`config.mk`:
```
export PLATFORM = sky130hd
export DESIGN_NAME = rlc_top
export DESIGN_NICKNAME = d
export VERILOG_FILES = /design/src/rtl/rlc_pkg.sv /design/src/rtl/rlc_ladder_decode.sv /design/src/rtl/rlc_top.sv
export SDC_FILE = /design/constraint.sdc
export NUM_CORES = 1
export LEC_CHECK = 0
export ABC_AREA = 1
export BUFFER_PORTS_ARGS = -buffer_cell sky130_fd_sc_hd__buf_2
export CAP_MARGIN = 20
export CORE_ASPECT_RATIO = 0.8
export CORE_MARGIN = 2
export CORE_UTILIZATION = 35
export CTS_BUF_LIST = sky130_fd_sc_hd__clkbuf_8 sky130_fd_sc_hd__clkbuf_16
export DETAILED_ROUTE_END_ITERATION = 10
export PLACE_DENSITY = 0.77
export SLEW_MARGIN = 20
export SYNTH_ARGS = -nofsm -noshare
export SYNTH_HDL_FRONTEND = slang
export SYNTH_SLANG_ARGS = --single-unit
```
`constraint.sdc`:
```
create_clock -name clock -period 1.55 [get_ports clock]
set_input_delay 0.465 -clock clock [delete_from_list [all_inputs] [get_ports clock]]
set_output_delay 0.465 -clock clock [all_outputs]
set_load 0.005 [all_outputs]
```
`src/rtl/rlc_pkg.sv`:
```
// Constants and carrier types for the reference ladder control block.
// Assumes a 32-bit APB slave port and one 100 MHz clock.
package rlc_pkg;

  // ------------------------------------------------------------
  // Bus and register map
  // ------------------------------------------------------------
  localparam int          APB_AW      = 12;
  localparam logic [11:0] CONTROL_OFS = 12'h000;
  localparam logic [11:0] LEVEL_OFS   = 12'h004;
  localparam logic [7:0]  CONTROL_RST = 8'h00;
  localparam logic [7:0]  LEVEL_RST   = 8'h00;
  // Implemented bits: 7,6,5,3,2,0
  localparam logic [7:0]  CONTROL_MSK = 8'hED;
  localparam logic [7:0]  LEVEL_MSK   = 8'h1F;

  // ------------------------------------------------------------
  // Field positions
  // ------------------------------------------------------------
  localparam int ON_BIT  = 7;
  localparam int LPS_BIT = 6;
  localparam int OE_BIT  = 5;
  localparam int PSS_LSB = 2;
  localparam int NSS_BIT = 0;
  localparam int LEVEL_W = 5;
  localparam int TAPS    = 32;

  // ------------------------------------------------------------
  // Encodings
  // ------------------------------------------------------------
  localparam logic [1:0] PSS_SUPPLY = 2'h0;
  localparam logic [1:0] PSS_REFPIN = 2'h1;
  localparam logic [1:0] PSS_FIXED  = 2'h2;
  localparam logic [1:0] PSS_RSVD   = 2'h3;
  localparam logic [4:0] LEVEL_MAX  = 5'h1F;
  localparam logic [4:0] LEVEL_MIN  = 5'h00;

  // ------------------------------------------------------------
  // Carriers
  // ------------------------------------------------------------
  typedef struct packed {
    logic       converter_on;
    logic       low_power_source_sel;
    logic       pin_drive_enable;
    logic [1:0] positive_source_sel;
    logic       negative_source_sel;
  } rlc_ctl_type;

  typedef struct packed {
    logic            ladder_power;
    logic            pos_connect;
    logic            neg_connect;
    logic [2:0]      pos_sel;
    logic            neg_sel_pin;
    logic            neg_sel_gnd;
    logic            clamp_pos;
    logic            clamp_neg;
    logic            pin_route;
    logic [TAPS-1:0] tap_sel;
  } rlc_ana_type;

endpackage

```
`src/rtl/rlc_ladder_decode.sv`:
```
// Decode of stored configuration into analog switch controls.
// Assumes registered inputs; outputs are pure decode of them.
`timescale 1ns/100ps
module rlc_ladder_decode (
  // Configuration
  input  wire rlc_pkg::rlc_ctl_type      ctl,
  input  wire logic [rlc_pkg::LEVEL_W-1:0] level,
  // Analog controls
  output rlc_pkg::rlc_ana_type           ana
);

  // ------------------------------------------------------------
  // Source connection
  // ------------------------------------------------------------
  wire on_w  = ctl.converter_on;
  wire lps_w = ctl.low_power_source_sel;
  wire pos_w = on_w | lps_w;
  wire neg_w = on_w | ~lps_w;

  assign ana.ladder_power = on_w;
  assign ana.pos_connect  = pos_w;
  assign ana.neg_connect  = neg_w;

  // positive source decode
  // Reserved code closes no switch
  assign ana.pos_sel[0] = pos_w & (ctl.positive_source_sel == rlc_pkg::PSS_SUPPLY);
  assign ana.pos_sel[1] = pos_w & (ctl.positive_source_sel == rlc_pkg::PSS_REFPIN);
  assign ana.pos_sel[2] = pos_w & (ctl.positive_source_sel == rlc_pkg::PSS_FIXED);

  assign ana.neg_sel_pin = neg_w & ctl.negative_source_sel;
  assign ana.neg_sel_gnd = neg_w & ~ctl.negative_source_sel;

  assign ana.clamp_pos = ~on_w & lps_w & (level == rlc_pkg::LEVEL_MAX);
  assign ana.clamp_neg = ~on_w & ~lps_w & (level == rlc_pkg::LEVEL_MIN);

  assign ana.pin_route = ctl.pin_drive_enable;

  // ------------------------------------------------------------
  // Tap select
  // ------------------------------------------------------------
  // one of 32 taps while converter_on is set, none when it is clear
  genvar gi;
  generate
    for (gi = 0; gi < rlc_pkg::TAPS; gi++) begin : g_tap
      assign ana.tap_sel[gi] = on_w & (level == rlc_pkg::LEVEL_W'(gi));
    end
  endgenerate

endmodule

```
`src/rtl/rlc_top.sv`:
```
// Reference ladder control: APB register file, pad override, decode.
// Assumes pad_in is asynchronous; port_* and sleep_active are on clock.
//
// Register access over APB and the address map were chosen for this implementation.
`timescale 1ns/100ps
module rlc_top (
  // Clock and reset
  input  wire  logic        clock,
  input  wire  logic        resetn,
  // APB slave
  input  wire  logic        psel,
  input  wire  logic        penable,
  input  wire  logic        pwrite,
  input  wire  logic [11:0] paddr,
  input  wire  logic [31:0] pwdata,
  input  wire  logic [3:0]  pstrb,
  output logic              pready,
  output logic [31:0]       prdata,
  output logic              pslverr,
  // Port logic side of the output pin
  input  wire  logic        port_out,
  input  wire  logic        port_oe_n,
  output logic              port_read,
  // Pad side of the output pin
  input  wire  logic        pad_in,
  output logic              pad_out,
  output logic              pad_oe_n,
  // System state
  input  wire  logic        sleep_active,
  // Analog controls
  output rlc_pkg::rlc_ana_type ana
);

  // ------------------------------------------------------------
  // Declarations
  // ------------------------------------------------------------
  rlc_pkg::rlc_ctl_type ctl_q;
  rlc_pkg::rlc_ctl_type ctl_d;
  logic [4:0]           level_q;
  logic [4:0]           level_d;
  logic [31:0]          prdata_q;
  logic [31:0]          prdata_d;
  logic                 sync1_q;
  logic                 sync2_q;
  logic                 pin_read_q;
  logic                 pad_out_q;
  logic                 pad_oe_n_q;

  // Reset image of the control fields, held as a constant for the reset branch
  localparam rlc_pkg::rlc_ctl_type CTL_RST = '{
    converter_on:         rlc_pkg::CONTROL_RST[rlc_pkg::ON_BIT],
    low_power_source_sel: rlc_pkg::CONTROL_RST[rlc_pkg::LPS_BIT],
    pin_drive_enable:     rlc_pkg::CONTROL_RST[rlc_pkg::OE_BIT],
    positive_source_sel:  rlc_pkg::CONTROL_RST[rlc_pkg::PSS_LSB+:2],
    negative_source_sel:  rlc_pkg::CONTROL_RST[rlc_pkg::NSS_BIT]
  };

  // ------------------------------------------------------------
  // APB decode
  // ------------------------------------------------------------
  wire       setup_w  = psel & ~penable;
  wire       access_w = psel & penable;
  wire       hit_ctl  = (paddr == rlc_pkg::CONTROL_OFS);
  wire       hit_lvl  = (paddr == rlc_pkg::LEVEL_OFS);
  wire       hit_any  = hit_ctl | hit_lvl;
  wire       lane0_w  = pstrb[0];
  wire       wr_ctl   = access_w & pwrite & hit_ctl & lane0_w;
  wire       wr_lvl   = access_w & pwrite & hit_lvl & lane0_w;
  wire       rd_setup = setup_w & ~pwrite;

  // Zero wait states; data was loaded in setup
  assign pready  = 1'b1;
  assign pslverr = access_w & ~hit_any;
  assign prdata  = prdata_q;

  // ------------------------------------------------------------
  // Register images
  // ------------------------------------------------------------
  // unimplemented bits read zero
  wire [7:0] ctl_img = {ctl_q.converter_on,
                        ctl_q.low_power_source_sel,
                        ctl_q.pin_drive_enable,
                        1'b0,
                        ctl_q.positive_source_sel,
                        1'b0,
                        ctl_q.negative_source_sel};
  wire [7:0] lvl_img = {3'h0, level_q};

  wire [7:0] rd_byte = hit_ctl ? ctl_img :
                       hit_lvl ? lvl_img : 8'h00;

  // ------------------------------------------------------------
  // Next-state decode
  // ------------------------------------------------------------
  // write stores implemented bits
  wire [7:0] wctl_w = pwdata[7:0] & rlc_pkg::CONTROL_MSK;

  assign ctl_d = wr_ctl ?
    '{converter_on:         wctl_w[rlc_pkg::ON_BIT],
      low_power_source_sel: wctl_w[rlc_pkg::LPS_BIT],
      pin_drive_enable:     wctl_w[rlc_pkg::OE_BIT],
      positive_source_sel:  wctl_w[rlc_pkg::PSS_LSB+:2],
      negative_source_sel:  wctl_w[rlc_pkg::NSS_BIT]} : ctl_q;

  wire [7:0] wlvl_w = pwdata[7:0] & rlc_pkg::LEVEL_MSK;
  assign level_d = wr_lvl ? wlvl_w[rlc_pkg::LEVEL_W-1:0] : level_q;

  assign prdata_d = rd_setup ? {24'h000000, rd_byte} : prdata_q;

  // ------------------------------------------------------------
  // Register file
  // ------------------------------------------------------------
  // reset clears control and level
  // no path but writes alters them
  always_ff @(posedge clock or negedge resetn) begin
    if (!resetn) begin
      ctl_q   <= CTL_RST;
      level_q <= rlc_pkg::LEVEL_RST[4:0];
    end else begin
      ctl_q   <= ctl_d;
      level_q <= level_d;
    end
  end

  always_ff @(posedge clock or negedge resetn) begin
    if (!resetn) begin
      prdata_q <= 32'h00000000;
    end else begin
      prdata_q <= prdata_d;
    end
  end

  // ------------------------------------------------------------
  // Pad input synchroniser
  // ------------------------------------------------------------
  always_ff @(posedge clock or negedge resetn) begin
    if (!resetn) begin
      sync1_q <= 1'b0;
      sync2_q <= 1'b0;
    end else begin
      sync1_q <= pad_in;
      sync2_q <= sync1_q;
    end
  end

  // ------------------------------------------------------------
  // Pad override
  // ------------------------------------------------------------
  wire route_w    = ctl_q.pin_drive_enable;
  wire read_d     = route_w ? 1'b0 : sync2_q;
  wire pad_oe_n_d = route_w | port_oe_n;
  wire pad_out_d  = route_w ? 1'b0 : port_out;

  always_ff @(posedge clock or negedge resetn) begin
    if (!resetn) begin
      pin_read_q <= 1'b0;
      pad_out_q  <= 1'b0;
      pad_oe_n_q <= 1'b1;
    end else begin
      pin_read_q <= read_d;
      pad_out_q  <= pad_out_d;
      pad_oe_n_q <= pad_oe_n_d;
    end
  end

  assign port_read = pin_read_q;
  assign pad_out   = pad_out_q;
  assign pad_oe_n  = pad_oe_n_q;

  // ------------------------------------------------------------
  // Analog decode
  // ------------------------------------------------------------
  rlc_ladder_decode rlc_ladder_decode_i (
    .ctl   (ctl_q),
    .level (level_q),
    .ana   (ana)
  );

  // ------------------------------------------------------------
  // Checks
  // ------------------------------------------------------------
  logic first_q;

  always_ff @(posedge clock or negedge resetn) begin
    if (!resetn) begin
      first_q <= 1'b0;
    end else begin
      first_q <= 1'b1;
    end
  end

  property p_route_pad;
    @(posedge clock) disable iff (!resetn)
      ctl_q.pin_drive_enable |-> ana.pin_route ##1 (pad_oe_n && !pad_out);
  endproperty
  a_route_pad: assert property (p_route_pad)
    else $error("pad driven while routed");

  property p_read_zero;
    @(posedge clock) disable iff (!resetn)
      ctl_q.pin_drive_enable |=> !port_read;
  endproperty
  a_read_zero: assert property (p_read_zero)
    else $error("routed pin read not zero");

  property p_low_power;
    @(posedge clock) disable iff (!resetn)
      !ctl_q.converter_on |->
        (ana.pos_connect == ctl_q.low_power_source_sel) &&
        (ana.neg_connect == !ctl_q.low_power_source_sel);
  endproperty
  a_low_power: assert property (p_low_power)
    else $error("wrong source dropped");

  property p_clamp_pos;
    @(posedge clock) disable iff (!resetn)
      ana.clamp_pos <->
        (!ctl_q.converter_on && ctl_q.low_power_source_sel &&
         level_q == rlc_pkg::LEVEL_MAX);
  endproperty
  a_clamp_pos: assert property (p_clamp_pos)
    else $error("positive clamp wrong");

  property p_clamp_neg;
    @(posedge clock) disable iff (!resetn)
      ana.clamp_neg <->
        (!ctl_q.converter_on && !ctl_q.low_power_source_sel &&
         level_q == rlc_pkg::LEVEL_MIN);
  endproperty
  a_clamp_neg: assert property (p_clamp_neg)
    else $error("negative clamp wrong");

  property p_sleep_hold;
    @(posedge clock) disable iff (!resetn)
      (sleep_active && !wr_ctl) ##1 !sleep_active |-> $stable(ctl_q);
  endproperty
  a_sleep_hold: assert property (p_sleep_hold)
    else $error("control changed across wake");

  property p_reset_clear;
    @(posedge clock) disable iff (!resetn)
      !first_q |-> ctl_q == 6'h00 && level_q == 5'h00 && pad_oe_n;
  endproperty
  a_reset_clear: assert property (p_reset_clear)
    else $error("state not cleared by reset");

  property p_enable;
    @(posedge clock) disable iff (!resetn)
      ana.ladder_power == ctl_q.converter_on;
  endproperty
  a_enable: assert property (p_enable)
    else $error("ladder power mismatch");

  property p_pos_fixed;
    @(posedge clock) disable iff (!resetn)
      ana.pos_connect |->
        (ctl_q.positive_source_sel == rlc_pkg::PSS_FIXED) == (ana.pos_sel == 3'h4);
  endproperty
  a_pos_fixed: assert property (p_pos_fixed)
    else $error("fixed reference select wrong");

  property p_neg_sel;
    @(posedge clock) disable iff (!resetn)
      ana.neg_connect |->
        ana.neg_sel_pin == ctl_q.negative_source_sel &&
        ana.neg_sel_gnd != ctl_q.negative_source_sel;
  endproperty
  a_neg_sel: assert property (p_neg_sel)
    else $error("negative select wrong");

  property p_level_read;
    @(posedge clock) disable iff (!resetn)
      rd_setup && hit_lvl |=> prdata[31:5] == 27'h0 && prdata[4:0] == level_q;
  endproperty
  a_level_read: assert property (p_level_read)
    else $error("level read wrong");

  property p_ctl_read;
    @(posedge clock) disable iff (!resetn)
      rd_setup && hit_ctl |=> !prdata[4] && !prdata[1] && prdata[31:8] == 24'h0;
  endproperty
  a_ctl_read: assert property (p_ctl_read)
    else $error("unimplemented bits read set");

  property p_tap;
    @(posedge clock) disable iff (!resetn)
      ctl_q.converter_on |-> ana.tap_sel == (32'h00000001 << level_q);
  endproperty
  a_tap: assert property (p_tap)
    else $error("tap select not one-hot on code");

  property p_write_back;
    @(posedge clock) disable iff (!resetn)
      wr_ctl |=> ctl_img == ($past(pwdata[7:0]) & rlc_pkg::CONTROL_MSK);
  endproperty
  a_write_back: assert property (p_write_back)
    else $error("control write not stored");

  property p_rsvd_kept;
    @(posedge clock) disable iff (!resetn)
      wr_ctl && pwdata[3:2] == rlc_pkg::PSS_RSVD |=>
        ctl_q.positive_source_sel == rlc_pkg::PSS_RSVD && ana.pos_sel == 3'h0;
  endproperty
  a_rsvd_kept: assert property (p_rsvd_kept)
    else $error("reserved code not kept");

  property p_level_write;
    @(posedge clock) disable iff (!resetn)
      wr_lvl |=> level_q == $past(pwdata[4:0]);
  endproperty
  a_level_write: assert property (p_level_write)
    else $error("level write not stored");

  property p_strobe_off;
    @(posedge clock) disable iff (!resetn)
      access_w && pwrite && !pstrb[0] |=> $stable(ctl_q) && $stable(level_q);
  endproperty
  a_strobe_off: assert property (p_strobe_off)
    else $error("write without low lane changed state");

  property p_unmapped;
    @(posedge clock) disable iff (!resetn)
      access_w && !hit_any |-> pslverr && pready;
  endproperty
  a_unmapped: assert property (p_unmapped)
    else $error("unmapped access not refused");

endmodule

```
-- Word-level counts from Yosys, hierarchy flattened
Index checks and enable logic that the tools add are counted.
- reduce and logical (&&, ||, !) cells: 3
- eq/ne operators: 34
- mux-type cells: 4
- bitwise operators: 60
- operators with widths (operator ; count):
    $eq 5x5->1 const B ; 16
    $and 1x1->1 ; 50
    $eq 5x4->1 const B ; 8
    $eq 5x3->1 const B ; 4
    $eq 12x3->1 const B ; 1
    $logic_not 12->1 ; 1
    $eq 5x2->1 const B ; 2
    $mux 8 ; 1
    $not 1->1 ; 6
    $eq 5x1->1 const B ; 1
    $logic_not 5->1 ; 1
    $mux 5 ; 1
    $or 1x1->1 ; 4
    $eq 2x1->1 const B ; 1
    $eq 2x2->1 const B ; 1
    $logic_not 2->1 ; 1
    $mux 1 ; 2
- logic and storage cells: 113
- output and inout bits: 80
- register bits: 24

-- Logic depth before layout (Yosys ltp)
Gate-level depths: netlist of run 1.
- depth in word-level cells: 4
- mapped depth: 8
- depth with buffers taken out: 8

-- Hierarchy
Synthesis of run 1 repeated with hierarchy kept, for this count alone.
- cell total of the unflattened synthesis: 233
- area, all modules: 1660.3 um2
- by module, submodules not included (module ; times used ; area an instance (um2) ; cells an instance ; sequential area each (um2)):
    rlc_top ; 1 ; 1306.3 ; 147 ; 601.8
    rlc_ladder_decode ; 1 ; 354.1 ; 86 ; 0.0

-- Worst setup path before layout of run 1
No wires, ideal clock.
- kind: in2out
- start: input port paddr[7]
- end: output port pslverr
- buffers on the path: 0
- stages on the path: 5
- arrival time: 1.078 ns
- slack: 0.007 ns
- path through: nor2_1 > nand2_1 > nor2_8 > and2_2 > nor3_1
- word-level cells in the longest chain between the ends: 4
- elaborated cells between the ends (all ways): 5
- those cells by class: eq/ne: 1; bitwise: 3; reduce/logical: 1
- ends and longest elaborated chain (what ; RTL line ; text):
    start: declaration ; rlc_top.sv:14 ; input wire logic [11:0] paddr,
    $eq 12x3->1 or $logic_not 12->1 (tied branches) ; rlc_top.sv:64, rlc_top.sv:63 ;
    $or 1x1->1 (*) ; rlc_top.sv:65 ; wire hit_any = hit_ctl | hit_lvl;
    $not 1->1 (*) ; rlc_top.sv:73 ; assign pslverr = access_w & ~hit_any;
    $and 1x1->1 (*) ; rlc_top.sv:73 ;
    end: declaration ; rlc_top.sv:19 ; output logic pslverr,
Mark *: on every way between the ends. The rest lies on a longest branch, timed or not.

==> run metrics, run 1 <==
status complete, but fails checks; failing checks setup timing; endpoints failing setup 39; met1 Usage GRT 21.89%; FF/Latch Area 608.1 sq um; Core Util, Final 55.26%; Critical Path AT 1.31 ns; drt pass-1 iters 4; Crit. End Element output pin; Final WS setup -0.2269 ns; peak supply drop 0.0003272 V; initial antenna violation count 0; wire length per cell 11.22 um; met2 GRT Util 24.17%; Root Driver clkbuf_8; CTS tree built; MaxCap Viol Count 0; Critical R2R Capture prdata[3]$_DFFE_PN0P_; Ports 137; H-tree Lvls 1; R2R cell count 6; Initial Util 36.42%; top cells by area, synth dfrtp_1, nand2_1, buf_4; Core ar. 4569 sq um; # DRC 0; Die ar. 5326 sq um; final-layout fill cell count 443; largest net degree at the start of global routing 25; synth cell count leaders nand2_1, nor2_1, buf_4; clk_skew 0.005680 ns; hold-fix buffers at CTS 0; CTS buffer count 3; Worst-Margin Slew 0.5125 ns; met3 Resource Use GR 3.159%; RSZ-0062 raised after global routing true; post-layout min period 1.777 ns; Async S/R FF share, synth 100.0%; CP Data Required Time 1.08 ns; Total GRT Usage 15.63%; first-pass GRT wire length 6.555 mm; die height 65.68 um; row count 22; nature of the critical path startpoint register; via total after detailed routing 1716; PortBufs 83; initial DRC count 29; final WL 4.478 mm; count of pins over their slew limit 0; Clock Latency Late Sink 0.27 ns; area growth from synthesis to layout 51.73%; Multi-input gate area 988.4 sq um; CP Max Fanout 8; YS warnings 0; top-area cell type share of the netlist area 34.59%; Die X 81.09 um; sequential area share after synthesis 36.17%; worst hold margin 0.1535 ns; Worst-path clk slew 0.09 ns; number of diodes 0; FF-to-FF Start level_q[3]$_DFFE_PN0P_; Leakage 1.411 nW; total power 1.318 mW; Placer Congestion 0.8466; Top FF cell, synth dfrtp_1; WS Path Type register to output pin; Peak Freq 562.8 MHz; number of synthesized register bits 24; remaining global-route overflow 0; hpwl dp 3.216 mm; most frequent cell after synthesis nand2_1; NumNets Final 397; Slew headroom 65.83%; final period utilization 114.6%; min-delay worst type input port to async pin; Post-synth EDFFs 0; fraction of final layout cells sized beyond drive strength 1 55.75%; Reg2Reg Setup Slack 0.49 ns; Sink Count 24; Avg Cell Area, Syn 7.142 sq um; PwrDens 522.1 nW/um^2; Yosys cell types 26; synthesized instance count 233; via/cell ratio 4.301; CTS Buffer Depth 2; vias in the first global route 1488; Top Usage Layer GRT met2; final hold viol count 0; Synth area leader dfrtp_1; cell area after synthesis 1664 sq um; post-detailed-route count of antenna-violating nets 0
==> through the flow <==
stage	setup TNS [ns]	area [sq um]	cells	setup WS (ns)
after floorplan	0	1750	256	0.007085
after global placement	-0.1704	2146	386	-0.1704
after detailed placement	-0.2210	2146	386	-0.1720
after CTS	-5.957	2331	396	-0.1777
after global routing	-9.021	2525	399	-0.3025
final	-6.425	2525	399	-0.2269
==> cell families (layout without fill, tap and decap cells) <==
group                  count (synthesis)  count (layout)  synth area share (%)
AOI/OAI and AO/OA                     15              15                 6.015
buffers and inverters                 59             142                 20.38
DFF                                   24              24                 36.17
other                                  2              25                0.4513
and+or+nand+nor                      133             133                 36.99
==> sequential cells by signal, summed over array words and instances (netlist names) <==
name and count:
sync1_q 1, pad_oe_n 1, route_w 1, level_q 5
pad_out 1, port_read 1, ctl_img 5, prdata 8
sync2_q 1
==> critical path, stage by stage (launching register included) <==
cell,delay (ns)
dfrtp_2,0.44
buf_6,0.14
nand2_4,0.06
buf_8,0.15
nor2_2,0.10
buf_2,0.15
==> area by class of cell <==
| type | count | area share (%) |
|---|---|---|
| multi-input combinational | 173 | 39.15 |
| timing repair buffer | 111 | 26.96 |
| sequential | 24 | 24.08 |
| inverter | 27 | 4.014 |
| tap | 60 | 2.973 |
| clock buffer | 3 | 1.635 |
| clock inverter | 1 | 1.189 |
==> how the worst max path moves through the flow <==
stage	startpoint	end	slack, ns	cells after the start
6_report	ctl_img[7]$_DFFE_PN0P_	ana[28]	-0.23	5
5_1_grt	level_q[0]$_DFFE_PN0P_	ana[25]	-0.30	5
4_1_cts	ctl_img[7]$_DFFE_PN0P_	ana[33]	-0.18	4
3_5_place_dp	paddr[7]	pslverr	-0.17	7
3_3_place_gp	paddr[7]	pslverr	-0.17	7
2_1_floorplan	paddr[7]	pslverr	0.007	5
==> metal layers <==
layer | wire (um) | vias to the layer above
met5 | 0 | -
met4 | 68 | 0
met3 | 302 | 6
met2 | 2081 | 67
met1 | 2026 | 775
li1 | - | 868
==> where the power goes <==
part	leakage, nW	switching (mW)	internal, mW	total (mW)
sequential	0.314	0.00166	0.633	0.635
clock	0.0357	0.206	0.345	0.552
combinational	1.06	0.0775	0.0540	0.131
==> placed cells by master (no fill, tap or decap) <==
cell type  count
nor2_4        10
dfstp_2        1
a21oi_2        1
buf_4         21
dfrtp_1       18
nand3_1        9
conb_1        25
nor3_2         4
or2_4          1
buf_6         10
o21ai_1        7
inv_1         19
nor2_8         2
nor3_4         1
buf_8          1
nor2_1        22
clkbuf_8       3
dfrtp_2        5
nand2_4        3
a21boi_2       1
nand2_1       49
nor3_1         1
nand2_2        9
buf_2         79
o21ai_2        6
nor2_2        18
nand3_4        2
bufinv_16      1
or2_2          1
inv_2          8
and2_4         1
==> repair_timing <==
| item | 4_1_cts | 5_1_grt |
|---|---|---|
| endpoints found under the setup margin | 40 | 42 |
| buffers inserted | 4 | 3 |
| cloned | 2 | 0 |
| gates resized for setup | 28 | 53 |
| pin swaps | 20 | 18 |
Power figures use the tool's default switching activity.
==> run 2, diff against run 1 <==
--- a/config.mk
+++ b/config.mk
@@ -10,10 +10,11 @@
 export CAP_MARGIN = 20
 export CORE_ASPECT_RATIO = 0.8
 export CORE_MARGIN = 2
-export CORE_UTILIZATION = 35
+export CORE_UTILIZATION = 30
 export CTS_BUF_LIST = sky130_fd_sc_hd__clkbuf_8 sky130_fd_sc_hd__clkbuf_16
 export DETAILED_ROUTE_END_ITERATION = 10
-export PLACE_DENSITY = 0.77
+export PLACE_DENSITY = 0.67
+export SKIP_CTS_REPAIR_TIMING = 1
 export SLEW_MARGIN = 20
 export SYNTH_ARGS = -nofsm -noshare
 export SYNTH_HDL_FRONTEND = slang
==> run 2 against run 1 <==
  * The run still ends with setup timing left
  * Non-clock buffer count down 7
  * Clock skew grew 0.0033 ns
  * Combinational power is 5% lower
  * Sequential power about the same
  * Sequential share of layout area rose by 1.3 points
  * Worst hold slack improved by 0.010 ns
  * First-iteration DRC count is 100% higher
  * Core utilization shrank 11 points
  * Largest cell class unchanged
  * Largest power group unchanged
==> run metrics, run 2 (synthesized netlist as in run 1, its figures left out) <==
endpoints failing setup 41; CP Data Required Time 1.08 ns; Initial Util 30.79%; min-delay worst type input port to async pin; final period utilization 112.1%; number of diodes 0; Die ar. 6163 sq um; placed cell areas 2137 sq um; Fin Setup TNS -5.745 ns; RSZ-0062 raised after global routing true; H-tree Lvls 1; total power 1.301 mW; Leakage 1.365 nW; remaining global-route overflow 0; CTS Buffer Depth 2; final hold viol count 0; # DRC 0; Placer Congestion 0.7298; CTS tree built; Inst Count DP 389; Die X 87.27 um; area growth from synthesis to layout 43.99%; via/cell ratio 4.199; met2 GRT Util 20.12%; post-detailed-route count of antenna-violating nets 0; initial DRC count 58; failing checks setup timing; non-filler instance count after layout 397; first-pass GRT wire length 6.492 mm; Core ar. 5405 sq um; Crit. End Element output pin; fraction of final layout cells sized beyond drive strength 1 50.60%; wire length per cell 10.75 um; Final WS setup -0.1877 ns; Clock Latency Late Sink 0.27 ns; CTS buffer count 3; PwrDens 542.8 nW/um^2; die height 70.62 um; PortBufs 83; Root Driver clkbuf_8; Sink Count 24; NumNets Final 390; Core Util, Final 44.33%; post-layout min period 1.738 ns; Worst-path clk slew 0.09 ns; count of pins over their slew limit 0; initial antenna violation count 0; peak supply drop 0.0004226 V; met3 Resource Use GR 2.684%; Reg2Reg Setup Slack 0.56 ns; Slew headroom 64.64%; vias in the first global route 1431; Total GRT Usage 12.80%; nature of the critical path startpoint register; CP Max Fanout 5; Peak Freq 575.5 MHz; via total after detailed routing 1667; MaxCap Viol Count 0; Worst-Margin Slew 0.5304 ns; Critical Path AT 1.27 ns; WS Path Type register to output pin; final non-filler cell area 2396 sq um; drt pass-1 iters 4; max FFs per register 8; worst hold margin 0.1638 ns; Ports 137; clk_skew 0.008941 ns; most frequent cells in the layout buf_2, nand2_1, nor2_1, conb_1, inv_1; row count 24; most common cell after layout, fill and taps aside buf_2; hpwl dp 3.345 mm; met1 Usage GRT 19.09%; final WL 4.269 mm; Top Usage Layer GRT met2; largest net degree at the start of global routing 25; pre-CTS setup slack -0.2346 ns; status complete, but fails checks
==> run 2: cell count changes in the layout (fill, tap and decap cells not counted), moves of 2 or more <==
cell,delta
nor2_1,+11
nor2_4,-4
buf_2,+2
buf_4,-5
nand2_1,+2
buf_6,-3
nor2_2,-7
==> run 2: final cells by class <==
type | count | area (sq um)
sequential | 24 | 608.1
inverter | 27 | 103.9
clock buffer | 3 | 41.29
fill | 571 | 3009
multi-input combinational | 173 | 927.1
timing repair buffer | 104 | 604.3
tap | 65 | 81.33
clock inverter | 1 | 30.03
==> run 2: critical path, stage by stage, from the launching register on <==
cell and delay (ns):
dfrtp_2 0.46, nor2_4 0.15, nand2_1 0.11, nor3_1 0.14, buf_2 0.14
==> run 2: path summary, 6_finish.rpt <==
check	endpoint	cells after the start	from
worst max-delay path	ana[33]	4	level_q[1]$_DFFE_PN0P_
max in group asynchronous	level_q[0]$_DFFE_PN0P_	1	resetn
worst min-delay path	port_read$_DFF_PN0_	1	resetn
worst min register to register	sync2_q$_DFF_PN0_	0	sync1_q$_DFF_PN0_
worst max register to register	prdata[2]$_DFFE_PN0P_	5	level_q[2]$_DFFE_PN0P_
min in group clock	sync1_q$_DFF_PN0_	1	pad_in
==> run 2: where the power goes <==
part / internal (mW) / leakage (nW) / total [mW] / switching, mW
Sequential: 0.633 / 0.314 / 0.635 / 0.00166
Combinational: 0.0481 / 1.02 / 0.124 / 0.0755
Clock: 0.345 / 0.0357 / 0.542 / 0.197
==> run 2: metal layers <==
layer  vias to the layer above  wire length [um]  share of wire (%)
met5                         -                 0                  0
met4                         0                16               0.37
met3                         4               251                5.9
met2                        60              1938                 45
met1                       753              2063                 48
li1                        850                 -                  -
==> run 3, diff against run 2 <==
--- a/config.mk
+++ b/config.mk
@@ -13,6 +13,7 @@
 export CORE_UTILIZATION = 30
 export CTS_BUF_LIST = sky130_fd_sc_hd__clkbuf_8 sky130_fd_sc_hd__clkbuf_16
 export DETAILED_ROUTE_END_ITERATION = 10
+export GPL_TIMING_DRIVEN = 0
 export PLACE_DENSITY = 0.67
 export SKIP_CTS_REPAIR_TIMING = 1
 export SLEW_MARGIN = 20
==> run 3 against run 2 <==
  * The flow still finishes with violations (setup timing)
  * First-iteration DRC count down 26%
  * Register-to-register slack hardly changed
  * Non-clock buffer count increased by 34
  * Sequential power about the same
  * Cell count increased by 8.6%
  * Combinational power is 46% higher
  * Total power down 4.1%
  * Critical path type unchanged
  * Largest cell class unchanged
==> run metrics, run 3 (synthesized netlist as in run 1, its figures left out) <==
crit-path max cell delay 0.47 ns; Total GRT Usage 13.23%; Peak Freq 566.7 MHz; final non-filler cell area 2731 sq um; placed cell areas 2247 sq um; Ports 137; Leakage 1.555 nW; largest net degree at the start of global routing 25; Core Util, Final 50.53%; row count 24; max FFs per register 8; final WL 4.750 mm; area growth from synthesis to layout 64.14%; CP Max Fanout 6; hpwl dp 3.523 mm; crit-path cells nand2_1 > inv_2 > nand2_2 > nor3_1 > buf_2; Die X 87.27 um; fraction of final layout cells sized beyond drive strength 1 60.11%; Core ar. 5405 sq um; post-detailed-route count of antenna-violating nets 0; first-pass GRT wire length 6.762 mm; CTS tree built; peak supply drop 0.0003983 V; initial DRC count 43; clk_skew 0.002495 ns; die height 70.62 um; count of pins over their slew limit 0; most common cell after layout, fill and taps aside buf_2; Initial Util 30.79%; failing checks setup timing; via/cell ratio 4.132; # DRC 0; number of diodes 0; Critical Path AT 1.30 ns; Root Driver clkbuf_8; WS Path Type register to output pin; nature of the critical path startpoint register; min-delay worst type input port to async pin; final period utilization 113.8%; Clock Latency Late Sink 0.27 ns; initial antenna violation count 0; PortBufs 83; CTS Buffer Depth 2; Worst Path Buf+Inv 2; drt pass-1 iters 4; final hold viol count 0; endpoints failing setup 43; Placer Congestion 0.7589; Worst-Margin Slew 0.5381 ns; via total after detailed routing 1781; wire length per cell 11.02 um; Slew headroom 64.13%; NumNets Final 424; H-tree Lvls 1; Crit. End Element output pin; CP top delay family flip-flops; Die ar. 6163 sq um; MaxCap Viol Count 0; Worst-path clk slew 0.09 ns; vias in the first global route 1491; Fin Setup TNS -7.252 ns; remaining global-route overflow 0; CP Data Required Time 1.08 ns; post-layout min period 1.765 ns; PwrDens 456.5 nW/um^2; most frequent cells in the layout buf_2, nand2_1, buf_4, conb_1, nor2_1; CTS buffer count 3; Final WS setup -0.2146 ns; highest-delay cell along the critical path dfrtp_2; Sink Count 24; RSZ-0062 raised after global routing true; pre-CTS setup slack -0.3347 ns; status complete, but fails checks
[run 3: changes by cell type in the layout (fill, tap and decap cells not counted), sizes merged]
| cell | before | now |
|---|---|---|
| buf | 104 | 138 |
| clkbuf | 3 | 4 |
| bufinv | 1 | 0 |
[run 3: cell type report]
cell class / instances / area, sq um
fillers: 553 / 2674
plain buffers: 32 / 259.0
repair buffers: 106 / 628.1
inverters: 27 / 101.3
well taps: 65 / 81.33
flip-flops and latches: 24 / 609.3
multi-input cells: 173 / 997.2
clock buffers: 4 / 55.05
[run 3: report_power, final]
| group | internal, mW | switching [mW] | total [mW] |
|---|---|---|---|
| clock | 0.227 | 0.204 | 0.431 |
| combinational | 0.0926 | 0.0879 | 0.181 |
| sequential | 0.633 | 0.00177 | 0.635 |
[run 3: path summary, 6_finish.rpt]
path | from | end | slack [ns] | depth (start not counted)
setup / recovery | level_q[0]$_DFFE_PN0P_ | ana[34] | -0.21 | 5
hold / removal | resetn | port_read$_DFF_PN0_ | 0.17 | 1
setup reg to reg | level_q[3]$_DFFE_PN0P_ | prdata[3]$_DFFE_PN0P_ | 0.57 | 5
hold reg to reg | sync1_q$_DFF_PN0_ | sync2_q$_DFF_PN0_ | 0.35 | 0
max in group asynchronous | resetn | level_q[3]$_DFFE_PN0P_ | 0.99 | 1
min in group clock | pad_in | sync1_q$_DFF_PN0_ | 0.30 | 1
[run 3: metal layers]
| metal | vias up | GRT usage [%] | wire length, um | part of all wire [%] |
|---|---|---|---|---|
| li1 | 918 | - | - | - |
| met1 | 798 | 18.71 | 2234 | 47 |
| met2 | 63 | 21.63 | 2233 | 47 |
| met3 | 2 | 2.684 | 274 | 5.8 |
| met4 | 0 | 1.538 | 8 | 0.17 |
| met5 | - | 0 | 0 | 0 |
[run 3: through the flow]
stage / total power, mW / cells / hold WS, ns
2_1_floorplan: 0.7464 / 256 / 0.1694
3_3_place_gp: 0.8055 / 404 / 0.3345
3_5_place_dp: 0.8083 / 404 / 0.3347
4_1_cts: 1.236 / 408 / 0.1857
5_1_grt: 1.304 / 431 / 0.2010
6_report: 1.247 / 431 / 0.1651
